`src/tssc_pkg.sv`:
```
/*
  Constants for the touch sense scan controller: APB register offsets,
  field positions, reset values and the scan state type.
  Assumes a 32-bit APB with byte addresses and one register per word.
*/
package tssc_pkg;
  // ==========================================================
  // Register offsets
  localparam logic [7:0] TSSC_OFF_CTRL  = 8'h00;
  localparam logic [7:0] TSSC_OFF_CFG   = 8'h04;
  localparam logic [7:0] TSSC_OFF_CUR   = 8'h08;
  localparam logic [7:0] TSSC_OFF_CHAN  = 8'h0c;
  localparam logic [7:0] TSSC_OFF_PEN   = 8'h10;
  localparam logic [7:0] TSSC_OFF_COUNT = 8'h14;
  // ==========================================================
  // Control register bits
  localparam int TSSC_CTRL_EN_BIT    = 0;
  localparam int TSSC_CTRL_LPRE_BIT  = 1;
  localparam int TSSC_CTRL_TSEL_BIT  = 2;
  localparam int TSSC_CTRL_SWTR_BIT  = 3;
  localparam int TSSC_CTRL_SWAP_BIT  = 4;
  localparam int TSSC_CTRL_IE_BIT    = 5;
  localparam int TSSC_CTRL_SCAN_BIT  = 6;
  localparam int TSSC_CTRL_END_OF_SCAN_FLAG_BIT  = 7;
  // ==========================================================
  // Field positions
  localparam int TSSC_SCAN_COUNT_LSB  = 0;
  localparam int TSSC_SCAN_COUNT_W    = 5;
  localparam int TSSC_PS_LSB    = 5;
  localparam int TSSC_PS_W      = 3;
  localparam int TSSC_REFI_LSB  = 0;
  localparam int TSSC_EXTI_LSB  = 3;
  localparam int TSSC_CUR_W     = 3;
  localparam int TSSC_DVOLT_LSB = 6;
  localparam int TSSC_DVOLT_W   = 2;
  localparam int TSSC_CHAN_LSB  = 0;
  localparam int TSSC_CHAN_W    = 4;
  localparam int TSSC_STUP_LSB  = 4;
  localparam int TSSC_STUP_W    = 4;
  localparam logic [1:0] TSSC_NOISE_CODE = 2'h3;
  // ==========================================================
  // Reset values
  localparam logic [7:0]  TSSC_RST_CTRL = 8'h00;
  localparam logic [7:0]  TSSC_RST_CFG  = 8'h00;
  localparam logic [7:0]  TSSC_RST_CUR  = 8'h00;
  localparam logic [7:0]  TSSC_RST_CHAN = 8'h00;
  localparam logic [15:0] TSSC_RST_PEN  = 16'h0000;
  // ==========================================================
  // Scan state
  typedef enum logic [1:0] {
    TSSC_IDLE = 2'b01,
    TSSC_SCAN = 2'b10
  } tssc_state_type;
endpackage : tssc_pkg

```
`src/tssc_touch_sense_scan_control.sv`:
```
/*
  Touch sense scan controller: APB register file, trigger handling,
  scan sequencing, result accumulation and noise detection duration.
  Assumes the reference and electrode oscillators arrive as free
  running square waves much slower than clk_sys_in, and that the
  hardware trigger is an asynchronous level whose rising edge counts.
*/
// Register access over APB and the placing of the registers were left to the implementer.
`timescale 1ns/1ps
module tssc_touch_sense_scan_control
  import tssc_pkg::*;
#(
  parameter int NUM_PINS = 16,
  parameter int COUNT_W  = 16
) (
  input  wire logic                clk_sys_in,
  input  wire logic                srst_in,
  input  wire logic                psel_in,
  input  wire logic                penable_in,
  input  wire logic                pwrite_in,
  input  wire logic [7:0]          paddr_in,
  input  wire logic [31:0]         pwdata_in,
  input  wire logic [3:0]          pstrb_in,
  output logic                     pready_out,
  output logic [31:0]              prdata_out,
  output logic                     pslverr_out,
  input  wire logic                ref_osc_in,
  input  wire logic                elec_osc_in,
  input  wire logic                hw_trigger_in,
  input  wire logic                stop3_in,
  output logic [NUM_PINS-1:0]      electrode_pin_enable_out,
  output logic [TSSC_CHAN_W-1:0]   channel_select_out,
  output logic [TSSC_DVOLT_W-1:0]  dvolt_out,
  output logic [TSSC_CUR_W-1:0]    elec_osc_current_out,
  output logic [TSSC_CUR_W-1:0]    ref_osc_current_out,
  output logic [TSSC_CUR_W-1:0]    series_resistance_out,
  output logic                     noise_mode_out,
  output logic                     scan_active_out,
  output logic                     irq_out,
  output logic                     wake_out
);
  // ==========================================================
  // Register state
  logic [7:0]          ctrl_q;
  logic [7:0]          cfg_q;
  logic [7:0]          cur_q;
  logic [7:0]          chan_q;
  logic [15:0]         pen_q;
  logic                end_of_scan_flag_q;
  logic [31:0]         prdata_q;
  logic [31:0]         rd_data;
  logic                mapped;
  logic                wr_access;
  logic                wr_ctrl;
  tssc_state_type      state_q;
  logic [COUNT_W-1:0]  count_q;
  logic [5:0]          scan_num_q;
  logic [7:0]          div_q;
  logic [12:0]         dur_q;

  function automatic logic hit(input logic [7:0] a, input logic [7:0] off);
    hit = (a == off);
  endfunction : hit

  assign wr_access = psel_in & penable_in & pwrite_in & mapped;
  assign wr_ctrl   = wr_access & hit(paddr_in, TSSC_OFF_CTRL) & pstrb_in[0];

  // ==========================================================
  // APB decode and read mux
  always_comb begin
    mapped  = 1'b1;
    rd_data = 32'h0000_0000;
    case (paddr_in)
      TSSC_OFF_CTRL: begin
        rd_data[7:0] = ctrl_q;
        rd_data[TSSC_CTRL_SWTR_BIT] = 1'b0;
        rd_data[TSSC_CTRL_SCAN_BIT] = (state_q == TSSC_SCAN);
        rd_data[TSSC_CTRL_END_OF_SCAN_FLAG_BIT] = end_of_scan_flag_q;
      end
      TSSC_OFF_CFG:   rd_data[7:0] = cfg_q;
      TSSC_OFF_CUR:   rd_data[7:0] = cur_q;
      TSSC_OFF_CHAN:  rd_data[7:0] = chan_q;
      TSSC_OFF_PEN:   rd_data[15:0] = pen_q;
      TSSC_OFF_COUNT: rd_data[15:0] = 16'(count_q);
      default:        mapped = 1'b0;
    endcase
  end

  // Read data is caught in the setup cycle so the output is a flop
  always_ff @(posedge clk_sys_in) begin
    if (srst_in) begin
      prdata_q <= 32'h0000_0000;
    end else if (psel_in & ~penable_in) begin
      prdata_q <= rd_data;
    end
  end

  assign pready_out  = psel_in & penable_in;
  assign pslverr_out = psel_in & penable_in & ~mapped;
  assign prdata_out  = prdata_q;

  // ==========================================================
  // Register writes
  always_ff @(posedge clk_sys_in) begin
    if (srst_in) begin
      ctrl_q <= TSSC_RST_CTRL;
      cfg_q  <= TSSC_RST_CFG;
      cur_q  <= TSSC_RST_CUR;
      chan_q <= TSSC_RST_CHAN;
      pen_q  <= TSSC_RST_PEN;
    end else if (wr_access) begin
      if (hit(paddr_in, TSSC_OFF_CTRL) & pstrb_in[0]) begin
        ctrl_q <= {2'h0, pwdata_in[5:4], 1'b0, pwdata_in[2:0]};
      end
      if (hit(paddr_in, TSSC_OFF_CFG) & pstrb_in[0]) begin
        cfg_q <= pwdata_in[7:0];
      end
      if (hit(paddr_in, TSSC_OFF_CUR) & pstrb_in[0]) begin
        cur_q <= pwdata_in[7:0];
      end
      if (hit(paddr_in, TSSC_OFF_CHAN) & pstrb_in[0]) begin
        chan_q <= pwdata_in[7:0];
      end
      if (hit(paddr_in, TSSC_OFF_PEN) & pstrb_in[0]) begin
        pen_q[7:0] <= pwdata_in[7:0];
      end
      if (hit(paddr_in, TSSC_OFF_PEN) & pstrb_in[1]) begin
        pen_q[15:8] <= pwdata_in[15:8];
      end
    end
  end

  // ==========================================================
  // Field views
  logic                    mod_en;
  logic                    lp_run_en;
  logic                    trig_sel;
  logic                    swap;
  logic                    int_en;
  logic [TSSC_SCAN_COUNT_W-1:0]  nscan;
  logic [TSSC_PS_W-1:0]    ps;
  logic [TSSC_CUR_W-1:0]   ref_sel;
  logic [TSSC_CUR_W-1:0]   ext_sel;
  logic                    noise_mode;
  logic                    active;
  logic [7:0]              div_max;
  logic [12:0]             term;

  assign mod_en     = ctrl_q[TSSC_CTRL_EN_BIT];
  assign lp_run_en  = ctrl_q[TSSC_CTRL_LPRE_BIT];
  assign trig_sel   = ctrl_q[TSSC_CTRL_TSEL_BIT];
  assign swap       = ctrl_q[TSSC_CTRL_SWAP_BIT];
  assign int_en     = ctrl_q[TSSC_CTRL_IE_BIT];
  assign nscan      = cfg_q[TSSC_SCAN_COUNT_LSB +: TSSC_SCAN_COUNT_W];
  assign ps         = cfg_q[TSSC_PS_LSB +: TSSC_PS_W];
  assign ref_sel    = cur_q[TSSC_REFI_LSB +: TSSC_CUR_W];
  assign ext_sel    = cur_q[TSSC_EXTI_LSB +: TSSC_CUR_W];
  assign noise_mode = (chan_q[TSSC_STUP_LSB+2 +: 2] == TSSC_NOISE_CODE);
  // Stop3 without low power run enable freezes the scan instead of aborting it, so it resumes later
  assign active     = mod_en & (~stop3_in | lp_run_en);
  assign div_max    = (8'h01 << ps) - 8'h01;
  assign term       = (13'(nscan) + 13'h0001) << ps;

  // ==========================================================
  // Oscillator and trigger synchronisers
  logic [2:0] ref_s_q;
  logic [2:0] elec_s_q;
  logic [2:0] trig_s_q;
  logic       ref_edge;
  logic       elec_edge;
  logic       hw_edge;

  always_ff @(posedge clk_sys_in) begin
    if (srst_in) begin
      ref_s_q  <= 3'h0;
      elec_s_q <= 3'h0;
      trig_s_q <= 3'h0;
    end else begin
      ref_s_q  <= {ref_s_q[1:0], ref_osc_in};
      elec_s_q <= {elec_s_q[1:0], elec_osc_in};
      trig_s_q <= {trig_s_q[1:0], hw_trigger_in};
    end
  end

  assign ref_edge  = ref_s_q[1] & ~ref_s_q[2];
  assign elec_edge = elec_s_q[1] & ~elec_s_q[2];
  assign hw_edge   = trig_s_q[1] & ~trig_s_q[2];

  // ==========================================================
  // Scan sequencing
  logic start;
  logic seq_done;
  logic sw_trig;

  assign sw_trig = wr_ctrl & pwdata_in[TSSC_CTRL_SWTR_BIT];
  // Triggers while busy are dropped, not queued
  assign start = active & (state_q == TSSC_IDLE) &
                 (trig_sel ? hw_edge : sw_trig);
  assign seq_done = active & (state_q == TSSC_SCAN) & (noise_mode ?
                    (ref_edge & (dur_q == term - 13'h0001)) :
                    (elec_edge & (div_q == div_max) &
                     (scan_num_q == 6'(nscan))));

  always_ff @(posedge clk_sys_in) begin
    if (srst_in) begin
      state_q <= TSSC_IDLE;
    end else begin
      case (state_q)
        TSSC_IDLE: if (start) state_q <= TSSC_SCAN;
        TSSC_SCAN: if (~mod_en | seq_done) state_q <= TSSC_IDLE;
        default:   state_q <= TSSC_IDLE;
      endcase
    end
  end

  // Prescaler, scan number and noise duration counters
  always_ff @(posedge clk_sys_in) begin
    if (srst_in) begin
      div_q      <= 8'h00;
      scan_num_q <= 6'h00;
      dur_q      <= 13'h0000;
    end else if (start) begin
      div_q      <= 8'h00;
      scan_num_q <= 6'h00;
      dur_q      <= 13'h0000;
    end else if (active & (state_q == TSSC_SCAN)) begin
      if (noise_mode) begin
        if (ref_edge) dur_q <= dur_q + 13'h0001;
      end else if (elec_edge) begin
        if (div_q == div_max) begin
          div_q      <= 8'h00;
          scan_num_q <= scan_num_q + 6'h01;
        end else begin
          div_q <= div_q + 8'h01;
        end
      end
    end
  end

  // Result accumulator; wraps silently at the counter width
  always_ff @(posedge clk_sys_in) begin
    if (srst_in) begin
      count_q <= '0;
    end else if (start) begin
      count_q <= '0;
    end else if (active & (state_q == TSSC_SCAN)) begin
      if (noise_mode ? elec_edge : ref_edge) begin
        count_q <= count_q + 1'b1;
      end
    end
  end

  // End of scan flag: a completion in the clearing cycle wins
  always_ff @(posedge clk_sys_in) begin
    if (srst_in) begin
      end_of_scan_flag_q <= 1'b0;
    end else if (seq_done) begin
      end_of_scan_flag_q <= 1'b1;
    end else if (wr_ctrl & pwdata_in[TSSC_CTRL_END_OF_SCAN_FLAG_BIT]) begin
      end_of_scan_flag_q <= 1'b0;
    end
  end

  // ==========================================================
  // Analog side controls
  assign electrode_pin_enable_out = NUM_PINS'(pen_q);
  assign channel_select_out    = chan_q[TSSC_CHAN_LSB +: TSSC_CHAN_W];
  assign dvolt_out             = cur_q[TSSC_DVOLT_LSB +: TSSC_DVOLT_W];
  assign elec_osc_current_out  = swap ? ref_sel : ext_sel;
  assign ref_osc_current_out   = swap ? ext_sel : ref_sel;
  assign series_resistance_out = ext_sel;
  assign noise_mode_out        = noise_mode & mod_en;
  assign scan_active_out       = (state_q == TSSC_SCAN);
  assign irq_out               = end_of_scan_flag_q & int_en;
  assign wake_out              = end_of_scan_flag_q & int_en & stop3_in;
endmodule : tssc_touch_sense_scan_control

```
`config.mk`:
```
export PLATFORM = sky130hd
export DESIGN_NAME = tssc_touch_sense_scan_control
export DESIGN_NICKNAME = d
export VERILOG_FILES = /design/src/tssc_pkg.sv /design/src/tssc_touch_sense_scan_control.sv
export SDC_FILE = /design/constraint.sdc
export NUM_CORES = 1
export LEC_CHECK = 0
export ABC_CLOCK_PERIOD_IN_PS = 3000
export BUFFER_PORTS_ARGS = -buffer_cell sky130_fd_sc_hd__buf_4
export CORE_AREA = 2 2 114 116
export DETAILED_ROUTE_END_ITERATION = 7
export DIE_AREA = 0 0 116 118
export PLACE_DENSITY = 0.84
export SLEW_MARGIN = 20
export SYNTH_ARGS = -nofsm -noshare
export SYNTH_HDL_FRONTEND = slang
export SYNTH_SLANG_ARGS = --single-unit
```
`constraint.sdc`:
```
create_clock -name clk_sys_in -period 3 [get_ports clk_sys_in]
set_input_delay 0.15 -clock clk_sys_in [delete_from_list [all_inputs] [get_ports clk_sys_in]]
set_output_delay 0.15 -clock clk_sys_in [all_outputs]
set_load 0.01 [all_outputs]
```
# Yosys cells after proc, flatten, opt, wreduce, memory -nomap -nowiden
# Cells that the tools add are included.
totals:
  elab_cells: 106
  inputBits: 53
  out_inout_bits: 69
  regBits: 116
classes:
  reduce_logical: 15
  n_mux: 14
  eq_ne: 13
  n_bitwise: 39
  n_shift: 2
  add_sub_neg: 7
op_table:
  columns: ["op", "count"]
  rows:
  - ["case mux 8 bit (6 select lines)", 1]
  - ["AND 1 bit", 29]
  - ["adder 16 x 1 -> 16 bit, second input constant", 1]
  - ["equality test 8 x 4 -> 1 bit, second input constant", 2]
  - ["equality test 8 x 5 -> 1 bit, second input constant", 2]
  - ["case mux 8 bit (2 select lines)", 1]
  - ["AND reduction 2 bit", 8]
  - ["adder 13 x 1 -> 13 bit, second input constant", 1]
  - ["equality test 13 bit", 1]
  - ["left shift 6 x 3 -> 13 bit", 1]
  - ["subtractor 13 x 1 -> 13 bit, second input constant", 1]
  - ["adder 8 x 1 -> 8 bit, second input constant", 1]
  - ["equality test 8 x 3 -> 1 bit, second input constant", 1]
  - ["equality test 8 bit", 1]
  - ["zero test 8 bit", 1]
  - ["2-to-1 mux 8 bit", 1]
  - ["inverter 1 bit", 8]
  - ["left shift 1 x 3 -> 8 bit, first input constant", 1]
  - ["subtractor 8 x 1 -> 8 bit, second input constant", 1]
  - ["adder 5 x 1 -> 6 bit, second input constant", 1]
  - ["adder 6 x 1 -> 6 bit, second input constant", 1]
  - ["equality test 6 x 5 -> 1 bit", 1]
  - ["2-to-1 mux 1 bit", 6]
  - ["2-to-1 mux 3 bit", 2]
  - ["other kinds (12)", 16]

# Logic depth before layout (Yosys ltp)
# Gate-level depths: netlist of run 1.
logic_depth:
  ltp_word: 11
  ltp_mapped: 14
  mapped_depth_nobuf: 13

# Worst setup path after synthesis of run 1
# OpenSTA, ideal clock, no wires.
synth_path:
  path_kind: "register to register"
  startpoint: "register cfg_q[6]"
  endpoint: "register state_q[1]"
  path_slack_ns: 0.275
  path_buffers: 3
  stages_incl_launch_ff: 15
  arrival_time_ns: 2.609
  t_required_ns: 2.884
  period_less_slack_ns: 2.725
  setup_ns: 0.116
  path_cell_list: "dfxtp_1 > buf_2 > buf_2 > nor2_1 > nand3_1 > ha_1 > clkbuf_1 > and3_1 > o21ai_0 > nor4b_1 > o21ai_0 > o32ai_1 > and3_1 > nand4_2 > a31o_1"
synth_via:
  elab_chain_len: 10
  elab_cells_between_ends: 14
  classes_between: "add/sub (2); eq/ne (3); shift (2); mux (1); bitwise (5); reduce/logical (1)"
synth_rtl:
  columns: ["item", "line_no", "source"]
  rows:
  - ["from (decl)", "tssc_touch_sense_scan_control.sv:45", "logic [7:0] cfg_q;"]
  - ["from (signal assigned)", "tssc_touch_sense_scan_control.sv:116", "cfg_q <= pwdata_in[7:0];"]
  - ["parallel branches: the longest is 5 deep, another holds subtractor 13 x 1 -> 13 bit", null, null]
  - ["2-to-1 mux 1 bit (*)", "tssc_touch_sense_scan_control.sv:199", "assign seq_done = active & (state_q == TSSC_SCAN) & (noise_mode ?"]
  - ["AND 1 bit (*)", "tssc_touch_sense_scan_control.sv:199", null]
  - ["OR 1 bit (*)", "tssc_touch_sense_scan_control.sv:210", "TSSC_SCAN: if (~mod_en | seq_done) state_q <= TSSC_IDLE;"]
  - ["inequality test 2 x 1 -> 1 bit (no line) (*)", null, null]
  - ["AND reduction 2 bit (no line) (*)", null, null]
  - ["to (signal assigned)", "tssc_touch_sense_scan_control.sv:209", "TSSC_IDLE: if (start) state_q <= TSSC_SCAN;"]
  - ["to (signal assigned)", "tssc_touch_sense_scan_control.sv:210", null]
  - ["to (signal assigned)", "tssc_touch_sense_scan_control.sv:211", "default: state_q <= TSSC_IDLE;"]
  - ["to (decl)", "tssc_touch_sense_scan_control.sv:55", "tssc_state_type state_q;"]
# Every way passes the cells marked *.
# A chain may end at the register's enable or synchronous reset.

# Worst setup path after layout of run 1
layout_path:
  startpoint: "register cfg_q[1]"
  endpoint: "register state_q[1]"
layout_via:
  elab_chain_len: 10
  elab_cells_between_ends: 12
  classes_between: "add/sub (2); eq/ne (3); shift (1); mux (1); bitwise (4); reduce/logical (1)"
layout_rtl:
  columns: ["item", "line_no", "source"]
  rows:
  - ["adder 5 x 1 -> 6 bit", "tssc_touch_sense_scan_control.sv:162", "assign term = (13'(nscan) + 13'h0001) << ps;"]
  - ["left shift 6 x 3 -> 13 bit", "tssc_touch_sense_scan_control.sv:162", null]
  - ["subtractor 13 x 1 -> 13 bit", "tssc_touch_sense_scan_control.sv:200", "(ref_edge & (dur_q == term - 13'h0001)) :"]
  - ["equality test 13 bit", "tssc_touch_sense_scan_control.sv:200", null]
  - ["AND 1 bit", "tssc_touch_sense_scan_control.sv:200", null]
  - ["2-to-1 mux 1 bit (*)", "tssc_touch_sense_scan_control.sv:199", null]
  - ["AND 1 bit (*)", "tssc_touch_sense_scan_control.sv:199", null]
  - ["OR 1 bit (*)", "tssc_touch_sense_scan_control.sv:210", null]
  - ["inequality test 2 x 1 -> 1 bit (no line) (*)", null, null]
  - ["AND reduction 2 bit (no line) (*)", null, null]
# Every way passes the cells marked *; elsewhere a longest branch is shown, timed or not.

==> results of run 1 <==
## registers in the layout, summed over array words and instances (netlist names)
signal,flops
div_q,8
scan_num_q,6
electrode_pin_enable_out,16
dur_q,13
count_q,16
cfg_q,8
elec_s_q,3
ref_s_q,3
end_of_scan_flag_q,1
cur_q,8
ctrl_q,5
prdata_out,16
trig_s_q,3
state_q,2
chan_q,8
## worst register-to-register path: cells and delay by family (launching register included)
| family | cells | cell delay [ns] |
|---|---|---|
| AO/OA/AOI/OAI | 4 | 0.90 |
| AND/OR/NAND/NOR | 4 | 0.91 |
| multiplexers | 2 | 0.33 |
| flip-flops | 1 | 0.34 |
| adder cells (fa/ha/maj) | 1 | 0.28 |
## cell type report
| type | count | area (sq um) |
|---|---|---|
| fillers | 995 | 4360 |
| multi-input cells | 619 | 4000 |
| flip-flops and latches | 116 | 2320 |
| repair buffers | 121 | 931 |
| clock buffers | 22 | 464 |
| well taps | 172 | 215 |
| clock inverters | 8 | 80.1 |
| inverters | 10 | 41.3 |
## worst max-delay path by stage
stage	to	slack, ns	cells after the start
2_1_floorplan	state_q[1]	0.27	14
3_3_place_gp	state_q[0]	0.1	12
3_5_place_dp	state_q[0]	0.07	12
4_1_cts	end_of_scan_flag_q	0.05	12
5_1_grt	end_of_scan_flag_q	-0.02	12
6_report	state_q[1]	0.12	11
## stage by stage
stage / power [mW] / util (%) / std cells
5_1_grt: 3.70 / 64.9 / 1068
2_1_floorplan: 1.68 / - / 818
3_5_place_dp: 1.74 / 59.4 / 1029
3_3_place_gp: 1.74 / 59.4 / 1029
4_1_cts: 3.61 / 64.5 / 1068
6_report: 3.59 / 64.9 / 1068
## power by group
group          internal (mW)  switching (mW)  leakage [nW]  total (mW)
clock                   1.17           0.704         0.258        1.87
sequential              1.55         0.00459         0.937        1.56
combinational         0.0693          0.0904          2.19       0.160
## layer usage
layer  vias to the layer above  track usage, %  part of all wire (%)  routed length [um]
li1                       2920               -                     -                   -
met1                      2829            31.4                    43                7120
met2                       249            40.2                    48                7900
met3                        41            5.87                   6.7                1100
met4                         0            9.82                   2.4                 393
met5                         -               0                     0                   0
## cell families after synthesis
kind of cell,after synthesis,synth area share [%]
buffers and inverters,83,6.73
AND/OR/NAND/NOR,346,25.0
flip-flops,116,34.8
other,1,0.0562
XOR/XNOR,65,8.53
adder cells (fa/ha/maj),7,1.31
multiplexers,67,11.5
AO/OA/AOI/OAI,118,12.1
## layout by cell type, fill, tap and decap left out, drive strengths merged, types with 3 or more instances in the layout
cell type	Yosys	routed
a211oi	6	6
a21o	6	6
a21oi	39	39
a31o	3	3
a31oi	6	6
and2	8	8
and3	13	13
and4	3	3
buf	46	112
clkbuf	27	22
clkinv	1	4
clkinvlp	0	4
conb	1	16
dfxtp	116	116
dlygate4sd3	0	9
ha	7	7
inv	9	9
mux2	9	9
mux2i	51	51
mux4	7	7
nand2	83	83
nand2b	11	11
nand3	31	31
nand3b	3	3
nand4	15	15
nor2	120	120
nor2b	16	16
nor3	21	21
nor4	8	8
nor4b	4	4
o211ai	8	8
o21ai	23	23
o22ai	4	4
xnor2	25	25
xor2	40	40
## repair_timing
| item | 4_1_cts | 5_1_grt |
|---|---|---|
| gates resized for setup | 0 | 12 |
| setup endpoints to repair | 0 | 14 |
| endpoints found under the hold margin | 9 | 0 |
| hold buffers | 9 | 0 |
==> results by group, run 1 <==
Run status
  • Status: complete, no violations

Clock tree
  • H-Tree Level Count: 4
  • CTS Root Cell: clkbuf_16
  • Postcts setup bufs: 0
  • TritonCTS clock tree: done
  • Cts bufs inserted: 17
  • Worst skew pair latency: 0.41 ns
  • Clock sinks: 116
  • Maximum root-to-sink buffer count: 2
  • Clock transition at path regs: 0.05 ns

Logic synthesis
  • Asr flop ratio synth: 0%
  • EDFF count, synth: 0
  • Leading area contributor after synthesis: dfxtp_1
  • Post-Syn Area per Cell: 8.31 sq um
  • Sequential area share after synthesis: 34.8%
  • Top area cells in the synthesized netlist: dfxtp_1, mux2i_1, nor2_1
  • Most used DFF post-synth: dfxtp_1
  • Yosys cell types: 74
  • YS warnings: 0
  • Synth Register Bits: 116
  • Cell with the most instances after synthesis: nor2_1
  • Area share of the largest cell type after synthesis: 34.8%
  • Mapped cell area: 6680 sq um
  • Post-Synthesis Cells: 803
  • Commonest cells in the netlist: nor2_1, dfxtp_1, nand2_1, mux2i_1, xor2_1

Routing
  • DRC viols: 0
  • Via count: 6,039
  • WL/cell: 15.5 um
  • Drt first pass iters: 5
  • Total Wirelength: 16.5 mm
  • Vias per cell: 5.65
  • Final antenna-violating net count: 0
  • Drt first-iter violations: 435

Timing
  • Final hold vios: 0
  • Final worst setup slack: 0.123 ns
  • Worst rel slew slack: 34.4%
  • Min Hold Slack: 0.00863 ns
  • Final number of max-transition violations: 0
  • Clock skew: 0.00722 ns
  • Period utilisation layout: 95.9%
  • Final setup fails: 0
  • Least-Margin Pin Slew: 0.982 ns
  • Setup TNS: 0 ns
  • Fmax: 348 MHz
  • Tmin final: 2.88 ns

Setup path
  • R2r worst-path depth: 11
  • Crit path capture type: flip-flop
  • Crit path DAT: 3.18 ns
  • Type of origin of the critical path: flip-flop
  • Worst Path Buf+Inv: 0
  • Crit path max fanout: 6
  • Reg-to-reg startpoint: cfg_q[1]
  • Kind of cell adding the most delay to the critical path: simple AND/OR/NAND/NOR gates
  • CP most frequent cell: mux2i_1
  • Crit path from: cfg_q[1]
  • CP max stage cell: dfxtp_1
  • Critical Path Max Stage Delay: 0.34 ns
  • Data required time of the worst path: 3.31 ns
  • CP Class: reg -> reg
  • Cell Chain, Critical Path: ha_2 > nand2b_1 > and3_1 > a21o_1 > o311a_1 > and4b_1 > mux2i_1 > mux2i_1 > a211oi_2 > nand4_2 > a31o_1
  • R2r setup slk: 0.12 ns
  • Reg2Reg Capture Point: state_q[1]

Floorplan
  • Full die area: 13,700 sq um
  • Core area: 12,400 sq um
  • Num rows: 41
  • Initial Util: 53.8%
  • Top Ports: 122
  • Chip width: 116 um
  • Die Y: 118 um

Place
  • IO Port Bufs: 87
  • DP Area: 7380 sq um
  • DPL Wire Length: 11.7 mm
  • Routability cong.: 0.940
  • Worst slack, placed: 0.0653 ns

Min path
  • WHS Endpoint: elec_s_q[0]
  • Hold/Removal Path Class: in -> reg
  • Hold Crit Start: elec_osc_in
  • Hold-critical path depth: 2

Global route
  • Initial antenna violation count: 0
  • Global-route usage over all layers: 24.7%
  • Number of global-route vias before repair: 5,717
  • Wire length of the first global-routing pass: 27.3 mm
  • Grt total ovfl: 0
  • Pin count of the biggest net entering global routing: 41

Power
  • Power per Cell Area: 446 nW/um^2
  • P_leak: 3.39 nW
  • Max IR drop VDD: 0.370 mV

Layout
  • Layout Nets: 945
  • Share of cells above drive strength 1: 20.6%
  • Post-route design area: 8060 sq um
  • ANT cells: 0
  • Area Growth Syn to Fin: 20.7%

Run
  • Max_cap viols: 0
(Power assumes the default switching activity.)
==> run 2, diff against run 1 <==
Settings changed: CORE_AREA 2 2 114 116 to 2 2 93 140, DIE_AREA 0 0 116 118 to 0 0 95 142, PLACE_DENSITY 0.84 to 0.85.
==> run 2 against run 1 <==
Hold slack got worse by 0.0046 ns. Flip-flop and latch count did not move. Routed wire length rose by 15%. Global-route usage rose by 4.1 points. Sequential power barely moved. Clock-buffer cell count fell by 3. Register-to-register slack got worse by 0.05 ns. Clock skew barely moved.
==> results by group, run 2 (synthesized netlist as in run 1, its figures left out) <==
Timing
  • Clock skew: 0.00764 ns
  • Least-Margin Pin Slew: 1.05 ns
  • Worst rel slew slack: 29.6%
  • Final number of max-transition violations: 0
  • Period utilisation layout: 97.5%
  • Min Hold Slack: 0.00404 ns
  • Setup TNS: 0 ns
  • Final hold vios: 0
  • Fmax: 342 MHz
  • Final setup fails: 0
  • Tmin final: 2.92 ns

Floorplan
  • Initial Util: 54.2%
  • Core area: 12,300 sq um
  • Top Ports: 122
  • Chip width: 95 um
  • Num rows: 50
  • Die Y: 142 um
  • Full die area: 13,500 sq um

Layout
  • Area Growth Syn to Fin: 22.8%
  • Register area: 2320 sq um
  • Most common cell after layout, fill and taps aside: nor2_1
  • Multi-input gate area: 4040 sq um
  • Layout Nets: 947
  • Commonest non-fill, non-tap cells in the layout: nor2_1, dfxtp_1, buf_4
  • ANT cells: 0
  • Share of cells above drive strength 1: 21.4%
  • Layout fillers: 936

Routing
  • Vias per cell: 5.91
  • Drt first pass iters: 5
  • Total Wirelength: 19.0 mm
  • DRC viols: 0
  • Via count: 6,243
  • Final antenna-violating net count: 0
  • Drt first-iter violations: 344
  • WL/cell: 18.0 um

Clock tree
  • Clock transition at path regs: 0.05 ns
  • H-Tree Level Count: 4
  • Cts bufs inserted: 17
  • CTS Root Cell: clkbuf_16
  • TritonCTS clock tree: done
  • Worst skew pair latency: 0.42 ns
  • Postcts setup bufs: 0
  • Clock sinks: 116
  • Maximum root-to-sink buffer count: 2

Setup path
  • CP max stage cell: or4_1
  • Crit path from: cfg_q[0]
  • Reg-to-reg startpoint: cfg_q[0]
  • R2r setup slk: 0.08 ns
  • Critical Path Max Stage Delay: 0.57 ns
  • Type of origin of the critical path: flip-flop
  • Data required time of the worst path: 3.29 ns
  • Crit path capture type: flip-flop
  • Cell Chain, Critical Path: ha_2 > and3_1 > mux2i_1 > buf_4 > o311ai_0 > nand2_1 > xor2_1 > a311oi_1 > or4_1 > nand4_2 > a31oi_1
  • Crit path DAT: 3.21 ns
  • CP Class: reg -> reg
  • Crit path max fanout: 7

Place
  • IO Port Bufs: 87
  • DPL Wire Length: 13.1 mm
  • Routability cong.: 0.942

Power
  • NetSw: 832 uW
  • Max IR drop VDD: 0.357 mV
  • Int Pwr: 3.12 mW
  • Logic pwr share: 4.2%
  • Clock Power Share: 56.4%
  • PnR Total Power: 3.95 mW
  • Power per Cell Area: 482 nW/um^2
  • Switching Fraction: 21.1%
  • Register share of total power: 39.4%
  • P_leak: 3.46 nW

Min path
  • Hold/Removal Path Class: in -> reg
  • Hold Crit Start: pwdata_in[8]

Global route
  • Initial antenna violation count: 0
  • Wire length of the first global-routing pass: 30.2 mm
  • Grt total ovfl: 0
  • Pin count of the biggest net entering global routing: 73
  • Number of global-route vias before repair: 6,136
  • Global-route usage over all layers: 28.8%

Run status
  • Status: complete, no violations

Run
  • Max_cap viols: 0
-- run 2: metal layers --
metal | GRT usage, % | vias up | share of wire [%]
met3 | 8.42 | 78 | 6.1
met1 | 28.3 | 2977 | 36
met4 | 18.9 | 0 | 6.5
met5 | 0 | - | 0
met2 | 51.4 | 253 | 52
li1 | - | 2935 | -
-- run 2: power groups by stage --
stage               Clock [mW]  Sequential, mW  Combinational [mW]
CTS                       2.24            1.56               0.163
finish                    2.23            1.56               0.166
detailed placement           0            1.59               0.150
global placement             0            1.59               0.148
global route              2.32            1.56               0.181
floorplan                    0            1.59              0.0928
-- run 2: metrics by stage --
| stage | utilization (%) | instance area (sq um) | instances | setup WS [ns] |
|---|---|---|---|---|
| finish | 66.5 | 8200 | 1056 | 0.0761 |
| global route | 66.5 | 8200 | 1056 | -0.0249 |
| CTS | 65.8 | 8110 | 1055 | 0.00449 |
| detailed placement | 59.6 | 7350 | 1012 | 0.0177 |
| global placement | 59.6 | 7350 | 1012 | 0.133 |
| floorplan | - | 6730 | 818 | 0.275 |
-- run 2: path summary, 6_finish.rpt --
kind / to / cells after the start
hold reg to reg: elec_s_q[1] / 1
hold / removal: electrode_pin_enable_out[8] / 3
setup / recovery: state_q[0] / 11
setup reg to reg: state_q[0] / 11
-- run 2: layout make-up --
type / count / share of cell area [%]
timing repair buffer: 123 / 11.6
clock buffer: 19 / 5.40
tap: 156 / 2.38
clock inverter: 13 / 2.50
sequential: 116 / 28.4
multi-input combinational: 619 / 49.3
inverter: 10 / 0.458
-- run 2: worst max-delay path, delay by kind of cell (launching register included) --
kind	cells	cell delay, ns
AO/OA/AOI/OAI	3	0.52
XOR/XNOR	1	0.30
adder cells (fa/ha/maj)	1	0.29
buffers and inverters	1	0.16
flip-flops	1	0.35
multiplexers	1	0.08
AND/OR/NAND/NOR	4	1.09
-- run 2: timing repair --
item	in CTS	in global routing
endpoints found under the setup margin	0	15
endpoints found under the hold margin	11	1
resized for setup	0	19
hold buffers	11	1
==> run 3, diff against run 2 <==
Settings changed: CORE_AREA 2 2 93 140 to 4 4 95 142, DIE_AREA 0 0 95 142 to 0 0 99 146.
==> run 3 against run 2 <==
Register-to-register slack better by 0.07 ns. Routed wire length is 1.5% higher. Power fell by 3.5%. Via count shrank 1.5%. Flip-flop and latch count unchanged. First-iteration DRC count rose by 35%.
==> results by group, run 3 (synthesized netlist as in run 1, its figures left out) <==
Routing
  • WL/cell: 18.2 um
  • Drt first-iter violations: 465
  • Via count: 6,150
  • DRC viols: 0
  • Vias per cell: 5.82
  • Final antenna-violating net count: 0
  • Drt first pass iters: 5
  • Total Wirelength: 19.3 mm

Layout
  • Utilization after layout: 66.2%
  • Most common cell after layout, fill and taps aside: nor2_1
  • Layout fillers: 931
  • Register area: 2330 sq um
  • Cell Count, Final, Fillers Out: 1,057
  • Multi-input gate area: 4040 sq um
  • Commonest non-fill, non-tap cells in the layout: nor2_1, buf_4, dfxtp_1
  • Area Growth Syn to Fin: 22.3%
  • Layout Nets: 948
  • Share of cells above drive strength 1: 21.5%
  • Post-route design area: 8160 sq um
  • ANT cells: 0

Clock tree
  • Clock sinks: 116
  • Maximum root-to-sink buffer count: 2
  • Clock transition at path regs: 0.06 ns
  • H-Tree Level Count: 4
  • Worst skew pair latency: 0.42 ns
  • TritonCTS clock tree: done
  • Postcts setup bufs: 0
  • Cts bufs inserted: 17
  • CTS Root Cell: clkbuf_16

Power
  • PnR Total Power: 3.81 mW
  • P_leak: 3.44 nW
  • Power per Cell Area: 467 nW/um^2
  • Max IR drop VDD: 0.374 mV

Timing
  • Final number of max-transition violations: 0
  • Period utilisation layout: 95.1%
  • Tmin final: 2.85 ns
  • Fmax: 351 MHz
  • Final hold vios: 0
  • Final worst setup slack: 0.148 ns
  • Final setup fails: 0
  • Least-Margin Pin Slew: 1.00 ns
  • Worst rel slew slack: 33.0%
  • Min Hold Slack: 0.0224 ns
  • Clock skew: 0.00825 ns
  • Setup TNS: 0 ns

Setup path
  • CP max stage cell: dfxtp_1
  • Reg2Reg Capture Point: state_q[1]
  • Data required time of the worst path: 3.31 ns
  • R2r worst-path depth: 11
  • Crit path max fanout: 7
  • Cell Chain, Critical Path: ha_4 > nand3_1 > xnor2_1 > and3_1 > o21ai_0 > nand4_1 > nor2_1 > o32ai_1 > and3_1 > nand4_2 > a31o_1
  • Critical Path Max Stage Delay: 0.37 ns
  • Crit path capture type: flip-flop
  • Reg-to-reg startpoint: cfg_q[0]
  • Crit path DAT: 3.16 ns
  • CP most frequent cell: and3_1
  • R2r setup slk: 0.15 ns
  • Type of origin of the critical path: flip-flop
  • CP Class: reg -> reg

Global route
  • Number of global-route vias before repair: 6,092
  • Global-route usage over all layers: 26.1%
  • Wire length of the first global-routing pass: 30.3 mm
  • Initial antenna violation count: 0
  • Grt total ovfl: 0
  • Pin count of the biggest net entering global routing: 58

Floorplan
  • Num rows: 50
  • Chip width: 99 um
  • Core area: 12,300 sq um
  • Die Y: 146 um
  • Top Ports: 122
  • Initial Util: 54.2%
  • Full die area: 14,500 sq um

Place
  • Placed Cells: 1,014
  • DP Area: 7360 sq um
  • Routability cong.: 0.921
  • DPL Wire Length: 13.7 mm
  • IO Port Bufs: 87
  • Worst slack, placed: 0.101 ns

Run
  • Max_cap viols: 0

Min path
  • WHS Endpoint: electrode_pin_enable_out[7]
  • Hold Crit Start: pwdata_in[7]
  • Hold-critical path depth: 3
  • Hold/Removal Path Class: in -> reg

Run status
  • Status: complete, no violations
## run 3: layer usage
metal / wire length, um / global-route usage [%] / vias to the layer above
li1: - / - / 2924
met1: 6810 / 25.8 / 2870
met2: 10200 / 48.0 / 285
met3: 1170 / 5.18 / 71
met4: 1030 / 17.0 / 0
met5: 0 / 0 / -
## run 3: final cells by class
type / instances / share of cell area (%)
Tap cell: 156 / 2.39
Clock inverter: 11 / 1.84
Multi-Input combinational cell: 619 / 49.4
Timing Repair Buffer: 124 / 11.7
Inverter: 10 / 0.460
Clock buffer: 21 / 5.64
Sequential cell: 116 / 28.5
## run 3: where the power goes
| group | leakage, nW | total, mW | internal [mW] | switching [mW] |
|---|---|---|---|---|
| clock | 0.294 | 2.09 | 1.35 | 0.734 |
| combinational | 2.21 | 0.166 | 0.0720 | 0.0939 |
| sequential | 0.939 | 1.56 | 1.55 | 0.00543 |
| total | 3.44 | 3.81 | 2.98 | 0.833 |
## run 3: critical path, delay by kind of cell, from the launching register on
family / cells / cell delay [ns]
and+or+nand+nor: 6 / 1.13
adders and majority gates: 1 / 0.20
DFF: 1 / 0.37
AOI/OAI and AO/OA: 3 / 0.79
xor gates and xnor gates: 1 / 0.27
## run 3: worst max path at each step
stage,startpoint,endpoint,slack (ns),cells past startpoint
final,cfg_q[0],state_q[1],0.15,11
after global routing,cfg_q[0],end_of_scan_flag_q,-0.01,11
after CTS,cfg_q[0],state_q[1],0.03,11
after detailed placement,cfg_q[0],state_q[1],0.10,11
after global placement,cfg_q[1],state_q[1],0.14,11
after floorplan,cfg_q[6],state_q[1],0.27,14
## run 3: what timing repair did
item	4_1_cts	5_1_grt
endpoints found under the setup margin	0	14
hold buffers	11	0
resized for setup	0	18
endpoints found under the hold margin	11	0
